[src/shared/shsr_pkg.sv]
// Constants and types shared by the serial host select and request block.
// Assumes one 100 MHz clock; all pins arrive asynchronous to it.
`default_nettype none

package shsr_pkg;

    // Clock rate and synchroniser depth
    localparam int CLOCK_MHZ = 100;
    localparam int SYNC_STAGES = 2;

    // Default serial data word length in bits
    localparam int WORD_BITS_DEF = 8;

    // Bit positions of the two strap inputs within the own slave address
    localparam int ADDR_BIT0_POS = 0;
    localparam int ADDR_BIT2_POS = 2;

    // Default fixed part of the seven-bit I2C slave address (arbitrary)
    localparam logic [6:0] ADDR_BASE_DEF = 7'h50;

    // Operating mode of the port
    typedef enum logic [1:0] {
        SHSR_SPI_SLAVE,
        SHSR_SPI_MASTER,
        SHSR_I2C_SLAVE,
        SHSR_I2C_MASTER
    } shsr_mode_e;

    // Word pacing state of the host request handshake
    typedef enum logic [1:0] {
        SHSR_IDLE,
        SHSR_READY,
        SHSR_XFER,
        SHSR_WAIT_REL
    } shsr_req_e;

endpackage

`default_nettype wire

[src/design/shsr_core.sv]
// Select, address strap and host request handling of the serial host port.
// Assumes mode and controls come from same-clock logic; pins are asynchronous.
`default_nettype none

// Behaviour
// - SPI slave shifts only while active-low select is held low.
// - Select driven low in SPI master mode sets a sticky bus error flag.
// - Select high in SPI slave mode: serial clock edges ignored, MISO held high impedance.
// - I2C slave uses address bit 2 input as part of own address.
// - I2C master ignores address bit 2 input entirely.
// - Slave mode drives host request low when ready for next word.
// - Slave mode releases host request on first clock pulse of a word.
// - Master mode starts a word when the external slave pulls request low.
// - Master waits for a fresh request assertion before the next word.
// - MISO and request pins high impedance during any reset.
// - Address bit 0 used in I2C slave mode, ignored in I2C master mode.
module shsr_core
    import shsr_pkg::*;
#(
    parameter int WORD_BITS = WORD_BITS_DEF,
    parameter logic [6:0] ADDR_BASE = ADDR_BASE_DEF
) (
    input wire logic clock,
    input wire logic rstn,
    input wire logic soft_reset,
    input wire logic port_reset,
    input wire shsr_mode_e mode,
    input wire logic buffer_ready,
    input wire logic error_clear,
    input wire logic slave_select_n,
    input wire logic serial_clock,
    input wire logic i2c_slave_addr_bit2,
    input wire logic i2c_slave_addr_bit0,
    input wire logic host_request_n_in,
    output logic host_request_n_out,
    output logic host_request_n_oe,
    output logic miso_oe,
    output logic shift_enable,
    output logic sck_rise,
    output logic word_start,
    output logic word_done,
    output logic bus_error,
    output logic [6:0] own_address
);

    ////////////////////////////////////////////////////////////////////////////
    // Input synchronisers

    localparam int CNT_W = $clog2(WORD_BITS + 1);

    logic ss_n_s;
    logic sck_s;
    logic ha2_s;
    logic host_request_n_n_s;
    logic ha0_s;
    logic sck_d_r;
    logic host_request_n_d_r;
    logic any_reset;
    logic is_slave;
    logic spi_slave_sel;
    logic sck_edge_ok;
    logic [CNT_W-1:0] bit_cnt_r;
    shsr_req_e req_r;

    // Reset to idle levels (select high, clock low, request released) so no false edge
    shsr_sync #(.WIDTH(5), .RESET_VAL(5'h12)) u_sync (
        .clock(clock),
        .rstn(rstn),
        .async_in({slave_select_n, serial_clock, i2c_slave_addr_bit2,
                   host_request_n_in, i2c_slave_addr_bit0}),
        .sync_out({ss_n_s, sck_s, ha2_s, host_request_n_n_s, ha0_s})
    );

    assign any_reset = soft_reset | port_reset;
    assign is_slave = (mode == SHSR_SPI_SLAVE) || (mode == SHSR_I2C_SLAVE);
    assign spi_slave_sel = (mode == SHSR_SPI_SLAVE) && !ss_n_s;
    // Serial clock rise that may count: in SPI slave mode only while selected
    assign sck_edge_ok = sck_s && !sck_d_r && ((mode != SHSR_SPI_SLAVE) || !ss_n_s);

    ////////////////////////////////////////////////////////////////////////////
    // Edge history of serial clock and host request

    always_ff @(posedge clock or negedge rstn) begin
        if (!rstn) begin
            sck_d_r <= 1'b0;
            host_request_n_d_r <= 1'b1;
        end else begin
            sck_d_r <= sck_s;
            host_request_n_d_r <= host_request_n_n_s;
        end
    end

    // Serial clock rising edge, qualified by select in SPI slave mode
    always_ff @(posedge clock or negedge rstn) begin
        if (!rstn) begin
            sck_rise <= 1'b0;
        end else if (any_reset) begin
            sck_rise <= 1'b0;
        end else begin
            sck_rise <= sck_edge_ok;
        end
    end

    // Shift enable and MISO driver enable follow select in SPI slave mode
    always_ff @(posedge clock or negedge rstn) begin
        if (!rstn) begin
            shift_enable <= 1'b0;
            miso_oe <= 1'b0;
        end else if (any_reset) begin
            shift_enable <= 1'b0;
            miso_oe <= 1'b0;
        end else begin
            shift_enable <= (mode == SHSR_SPI_SLAVE) ? !ss_n_s : 1'b1;
            miso_oe <= spi_slave_sel;
        end
    end

    ////////////////////////////////////////////////////////////////////////////
    // Bus error on select asserted in SPI master mode; set wins over clear

    always_ff @(posedge clock or negedge rstn) begin
        if (!rstn) begin
            bus_error <= 1'b0;
        end else if (any_reset) begin
            bus_error <= 1'b0;
        end else if ((mode == SHSR_SPI_MASTER) && !ss_n_s) begin
            bus_error <= 1'b1;
        end else if (error_clear) begin
            bus_error <= 1'b0;
        end
    end

    ////////////////////////////////////////////////////////////////////////////
    // Own I2C slave address from straps, forced to ADDR_BASE outside I2C slave mode

    always_ff @(posedge clock or negedge rstn) begin
        if (!rstn) begin
            own_address <= ADDR_BASE;
        end else if (mode == SHSR_I2C_SLAVE) begin
            own_address <= ADDR_BASE;
            own_address[ADDR_BIT2_POS] <= ha2_s;
            own_address[ADDR_BIT0_POS] <= ha0_s;
        end else begin
            own_address <= ADDR_BASE;
        end
    end

    ////////////////////////////////////////////////////////////////////////////
    // Word pacing state machine and bit counter

    always_ff @(posedge clock or negedge rstn) begin
        if (!rstn) begin
            req_r <= SHSR_IDLE;
            bit_cnt_r <= '0;
            word_start <= 1'b0;
            word_done <= 1'b0;
        end else if (any_reset) begin
            req_r <= SHSR_IDLE;
            bit_cnt_r <= '0;
            word_start <= 1'b0;
            word_done <= 1'b0;
        end else begin
            word_start <= 1'b0;
            word_done <= 1'b0;
            unique case (req_r)
                SHSR_IDLE: begin
                    if (is_slave && buffer_ready) begin
                        req_r <= SHSR_READY;
                    end else if (!is_slave && !host_request_n_n_s && host_request_n_d_r) begin
                        req_r <= SHSR_XFER;
                        word_start <= 1'b1;
                        bit_cnt_r <= '0;
                    end
                end
                SHSR_READY: begin
                    if (!is_slave || !buffer_ready) begin
                        req_r <= SHSR_IDLE;
                    end else if (sck_edge_ok) begin
                        req_r <= SHSR_XFER;
                        word_start <= 1'b1;
                        bit_cnt_r <= CNT_W'(1);
                    end
                end
                SHSR_XFER: begin
                    if (sck_edge_ok) begin
                        bit_cnt_r <= bit_cnt_r + 1'b1;
                    end
                    if (bit_cnt_r == CNT_W'(WORD_BITS)) begin
                        word_done <= 1'b1;
                        req_r <= is_slave ? SHSR_IDLE : SHSR_WAIT_REL;
                    end
                end
                SHSR_WAIT_REL: begin
                    if (is_slave || host_request_n_n_s) begin
                        req_r <= SHSR_IDLE;
                    end
                end
            endcase
        end
    end

    // Host request pin: driven only in slave mode and outside reset
    always_ff @(posedge clock or negedge rstn) begin
        if (!rstn) begin
            host_request_n_out <= 1'b1;
            host_request_n_oe <= 1'b0;
        end else if (any_reset) begin
            host_request_n_out <= 1'b1;
            host_request_n_oe <= 1'b0;
        end else begin
            host_request_n_oe <= is_slave;
            host_request_n_out <= !(is_slave && req_r == SHSR_READY && buffer_ready
                                   && !sck_edge_ok);
        end
    end
endmodule

`default_nettype wire

[src/design/shsr_sync.sv]
// Two-flip-flop synchroniser bank for asynchronous pin inputs.
// Assumes the destination clock is the block clock; reset value is a parameter.
`default_nettype none

module shsr_sync #(
    parameter int WIDTH = 1,
    parameter logic [WIDTH-1:0] RESET_VAL = '0
) (
    input wire logic clock,
    input wire logic rstn,
    input wire logic [WIDTH-1:0] async_in,
    output logic [WIDTH-1:0] sync_out
);

    logic [WIDTH-1:0] meta_r;

    // First stage feeds only the second stage
    always_ff @(posedge clock or negedge rstn) begin
        if (!rstn) begin
            meta_r <= RESET_VAL;
            sync_out <= RESET_VAL;
        end else begin
            meta_r <= async_in;
            sync_out <= meta_r;
        end
    end

endmodule

`default_nettype wire

[config.mk]
export PLATFORM = sky130hd
export DESIGN_NAME = shsr_core
export DESIGN_NICKNAME = d
export VERILOG_FILES = /design/src/shared/shsr_pkg.sv /design/src/design/shsr_core.sv /design/src/design/shsr_sync.sv
export SDC_FILE = /design/constraint.sdc
export NUM_CORES = 1
export LEC_CHECK = 0
export BUFFER_PORTS_ARGS = -buffer_cell sky130_fd_sc_hd__buf_2
export CORE_MARGIN = 10
export CORE_UTILIZATION = 45
export DETAILED_ROUTE_END_ITERATION = 8
export GPL_TIMING_DRIVEN = 0
export PLACE_DENSITY = 0.8
export REMOVE_ABC_BUFFERS = 1
export SLEW_MARGIN = 20
export SYNTH_ARGS = -nofsm -noshare
export SYNTH_HDL_FRONTEND = slang
export SYNTH_SLANG_ARGS = --single-unit
[constraint.sdc]
create_clock -name clock -period 1.9 [get_ports clock]
set_input_delay 0.285 -clock clock [delete_from_list [all_inputs] [get_ports clock]]
set_output_delay 0.285 -clock clock [all_outputs]
set_load 0.02 [all_outputs]
-- After elaboration in Yosys (flattened, before gate mapping)
Cells that the tools add are included.
W data, S select, Z words.
- flip-flop bits (word level): 33
- bits of input ports: 13
- output and inout bits: 15
- logic and storage cells: 95
- add/sub/neg operators: 1
- equal/unequal tests: 15
- multiplexer cells: 35
- bitwise logic cells: 1
- reductions and logical operators: 28
- operators by type and width (operator ; number):
    $mux W4 ; 6
    $ne A3 B3 Y1 const B ; 7
    $mux W1 ; 17
    $mux W2 ; 8
    $pmux W4 S3 ; 1
    $logic_and A1 B1 Y1 ; 10
    $ne A4 B4 Y1 const B ; 2
    $pmux W2 S4 ; 1
    $logic_not A1 Y1 ; 7
    $eq A2 B2 Y1 const B ; 3
    $reduce_and A6 Y1 ; 1
    $add A4 B1 Y4 const B ; 1
    $eq A2 B1 Y1 const B ; 2
    $eq A4 B4 Y1 const B ; 1
    $logic_not A2 Y1 ; 2
    $logic_or A1 B1 Y1 ; 4
    $reduce_and A4 Y1 ; 1
    $reduce_bool A4 Y1 ; 1
    $mux W3 ; 1
    $reduce_bool A3 Y1 ; 1
    $pmux W1 S2 ; 1
    $reduce_bool A2 Y1 ; 1
    $or A1 B1 Y1 ; 1

-- Logic depth before layout (Yosys ltp)
- word-level depth: 9
- gate-level depth with buffers: 7
- gate-level depth less buffers: 7

-- Hierarchy
From an unflattened synthesis, not the netlist that was laid out.
- cells, all modules: 119
- area total of the unflattened synthesis: 1333.8 um^2
- modules (own cells, without submodules) (module ; instances ; cells each ; area each (um^2) ; seq. area each (um^2)):
    shsr_core ; 1 ; 109 ; 1078.5 ; 452.9
    shsr_sync ; 1 ; 10 ; 255.2 ; 255.2

-- Least setup slack after synthesis
No wires, ideal clock.
- path type: register to register
- start point: register req_r[0]
- end point: register bit_cnt_r[3]
- setup time: 0.076 ns
- arrival time: 1.664 ns
- setup slack: 0.159 ns
- cell stages (with the launch flop): 8
- path buffers: 0
- clock period less this slack: 1.741 ns
- cells stage by stage: dfrtp_1 -> inv_1 -> ha_1 -> nand4b_1 -> o21ai_0 -> nand3_2 -> or4_1 -> o21ai_1
- longest elaborated chain between the ends: 3
- ends and longest elaborated chain (what ; RTL line ; source):
    start, declared ; shsr_core.sv:63 ; shsr_req_e req_r;
    start signal, assigned ; shsr_core.sv:190 ; req_r <= is_slave ? SHSR_IDLE : SHSR_WAIT_REL;
    $eq A2 B1 Y1, or another cell as far along ; shsr_core.sv:165 ; unique case (req_r)
    $ne A3 B3 Y1 (no line), or another cell as far along ; n/a ;
    $reduce_and A6 Y1 (no line) or $mux W4 (tied branches) ; n/a ;
    end signal, assigned ; shsr_core.sv:186 ; bit_cnt_r <= bit_cnt_r + 1'b1;
    end, declared ; shsr_core.sv:62 ; logic [CNT_W-1:0] bit_cnt_r;
Several ways; a longest one is shown, not always the timed one.
A chain may end at the register's enable or synchronous reset.

-- Final worst setup path
Ends and elaborated chain as after synthesis.

==> flow_summary_export.csv <==
group,metric,value,unit
place,dp_cells,159,
synthesis,ys_ff_latch,28,
timing,hold_slack,0.0368,ns
power_and_ir_drop,power.density,801,nW/um^2
route,wl_met1,987,um
clocking,cts_inserted_buffers,3,
global_routing,antenna_found_initial,0,
floorplanning,start_util,46.4,%
power_and_ir_drop,peakVddDrop,0.513,mV
synthesis,synth_ff_type,"dfrtp_1",
synthesis,synth-edff-count,0,
timing,hold_violations,0,
route,viasPerCell,5.17,
global_routing,gr-total-overflow,0,
clocking,h-tree-depth,1,
floorplanning,coreArea,2730,um^2
synthesis,ys_warn_count,0,
critical_path,crit_required,2.17,ns
critical_path,crit_path_start_kind,"flop",
synthesis,avgSynthCellArea,11.4,um^2
route,drt-initial-drc-count,59,
timing,setup_viol,0,
critical_path,worst-path-max-fanout,8,
route,met2WireLength,1200,um
route,wirelength,2330,um
critical_path,cp-end-kind,"flop",
floorplanning,io_pins,28,
route,antenna_left,0,
synthesis,async_flop_share,100,%
run_status,status,"complete, no violations",
clocking,cts_root_buf,"clkbuf_4",
timing,timing.fmax,0.561,GHz
finish,fillers,249,
synthesis,ys_seq_area_share,55.9,%
floorplanning,die_w,73.1,um
worst_hold_path,min_path_type,"primary input to flop",
place,io_buffers,22,
power_and_ir_drop,p_leak,0.670,nW
finish,layout-drive-gt1-share,33.8,%
place,hpwlAfterDp,1730,um
finish,nets,156,
clocking,clk_latency,0.32,ns
floorplanning,die_y,73.1,um
critical_path,arrival,2.05,ns
finish,final_cells,167,
run,max-cap-violations,0,
floorplanning,num_rows,19,
timing,slew_violations,0,
synthesis,synth_area,1270,um^2
global_routing,grt_max_degree,29,
finish,syn2layout_area_growth,15.6,%
timing,rsz0062_at_grt,"false",
synthesis,synth_cells,111,
global_routing,grt_pass1_vias,933,
floorplanning,die-area,5340,um^2
timing,fin_crit_sh,93.9,%
route,wl_per_cell,14.0,um
route,drtPass1Iterations,4,
route,vias,863,
timing,slew_headroom,60.2,%
route,met3_length,121,um
clocking,cts_buffer_depth,2,
place,place.gp.congestion,0.804,
global_routing,grt_pass1_wl,3950,um
clocking,cts.reportedPaths.clkPinSlew,0.15,ns
route,drc,0,
timing,final.min_clock_period,1.78,ns
route,highest_layer,"met4",
timing,tightest_slew,0.597,ns
timing,finClkSkew,0.00365,ns
clocking,clock_sink_count,28,
clocking,cts_tree,"yes",
finish,diodes,0,
synthesis,yosysUniqueCellTypes,38,
global_routing,grtUsageTotal,9.19,%
critical_path,crit_type,"flop to flop",
==> per-layer routing <==
| layer | up-vias | GRT usage (%) |
|---|---|---|
| met3 | 2 | 2.59 |
| met4 | 0 | 5.06 |
| met2 | 18 | 15.9 |
| li1 | 419 | - |
| met1 | 424 | 9.80 |
| met5 | - | 0 |
==> state kept, by name (all words and copies together) (netlist names) <==
| signal | cells |
|---|---|
| sck_rise | 1 |
| u_sync.sync_out | 5 |
| bus_error | 1 |
| u_sync.meta_r | 5 |
| host_request_n_out | 1 |
| bit_cnt_r | 4 |
| host_request_n_oe | 1 |
| req_r | 2 |
| miso_oe | 1 |
| sck_d_r | 1 |
| word_start | 1 |
| own_address | 2 |
| host_request_n_d_r | 1 |
| word_done | 1 |
| shift_enable | 1 |
==> final cells by class <==
| type | instances | area (um^2) | share of cell area [%] |
|---|---|---|---|
| Clock buffer | 3 | 22.5 | 1.54 |
| Clock inverter | 1 | 30.0 | 2.05 |
| Inverter | 9 | 33.8 | 2.31 |
| Multi-Input combinational cell | 69 | 489 | 33.4 |
| Sequential cell | 28 | 708 | 48.3 |
| Tap cell | 31 | 38.8 | 2.65 |
| Timing Repair Buffer | 26 | 143 | 9.74 |
==> report_power, final <==
part	switching (W)	internal (W)	total [W]
sequential	0.00000894	0.000622	0.000631
clock	0.000171	0.000213	0.000384
combinational	0.0000973	0.0000610	0.000158
==> worst paths after layout <==
path,startpoint,endpoint,slack [ns],cells past startpoint
worst max-delay path,req_r[0]$_DFFE_PN0P_,bit_cnt_r[3]$_DFFE_PN0P_,0.12,7
worst max register to register,req_r[0]$_DFFE_PN0P_,bit_cnt_r[3]$_DFFE_PN0P_,0.12,7
min in group asynchronous,rstn,u_sync.meta_r[3]$_DFF_PN0_,0.48,2
max in group asynchronous,rstn,shift_enable$_DFF_PN0_,1.03,2
worst min register to register,u_sync.meta_r[2]$_DFF_PN0_,u_sync.sync_out[2]$_DFF_PN0_,0.37,0
worst min-delay path,host_request_n_in,u_sync.meta_r[1]$_DFF_PN1_,0.04,1
==> kinds of logic after synthesis <==
| group | share of synthesized area, % |
|---|---|
| other | 0.593 |
| AOI/OAI and AO/OA | 11.6 |
| buffers and inverters | 7.90 |
| DFF | 55.9 |
| and+or+nand+nor | 18.1 |
| adders and majority gates | 5.92 |
==> worst max-delay path, cell delays in order (launching register included) <==
cell and delay, ns:
dfrtp_1 0.44, inv_2 0.11, ha_4 0.19, nand4b_1 0.17, o21ai_2 0.10, nand3_2 0.12
or4_1 0.52, o21ai_1 0.08
==> synthesized netlist by cell type (3+ instances only) <==
cell       n  share of area (%)
nand2_1    6                1.8
dfstp_2    6                 12
o21ai_0    4                1.6
a21oi_1    5                2.0
a211oi_1   3                1.8
dfrtp_1   22                 43
buf_4      5                3.0
o211ai_1   3                1.8
inv_1      9                2.7
ha_1       6                5.9
nand3_1    3                1.2
nor2_1     7                2.1
==> metrics by stage <==
stage / power [W] / worst slack [ns] / cell area [um^2] / setup TNS [ns] / util, %
floorplan: 0.000726 / 0.159 / 1210 / 0 / -
global placement: 0.000772 / 0.0311 / 1360 / 0 / 49.8
detailed placement: 0.000778 / -0.0350 / 1360 / -0.0350 / 49.8
CTS: 0.00117 / 0.00429 / 1440 / 0 / 52.7
global route: 0.00123 / 0.00611 / 1470 / 0 / 53.6
finish: 0.00117 / 0.117 / 1470 / 0 / 53.6
==> layout by cell type (no fill, tap or decap), types with 4 or more instances in the layout <==
cell and instances:
dfrtp_1 22, buf_2 22, inv_1 8, nor2_1 7
nand2_1 6, dfstp_2 6, a21oi_1 5, conb_1 5
ha_1 4
==> timing repair <==
| action | 4_1_cts | 5_1_grt |
|---|---|---|
| hold buffers | 1 | 0 |
| resized for setup | 1 | 5 |
| setup buffers | 2 | 1 |
| hold endpoints to repair | 22 | 0 |
| setup endpoints to repair | 3 | 5 |
(Power assumes the default switching activity.)
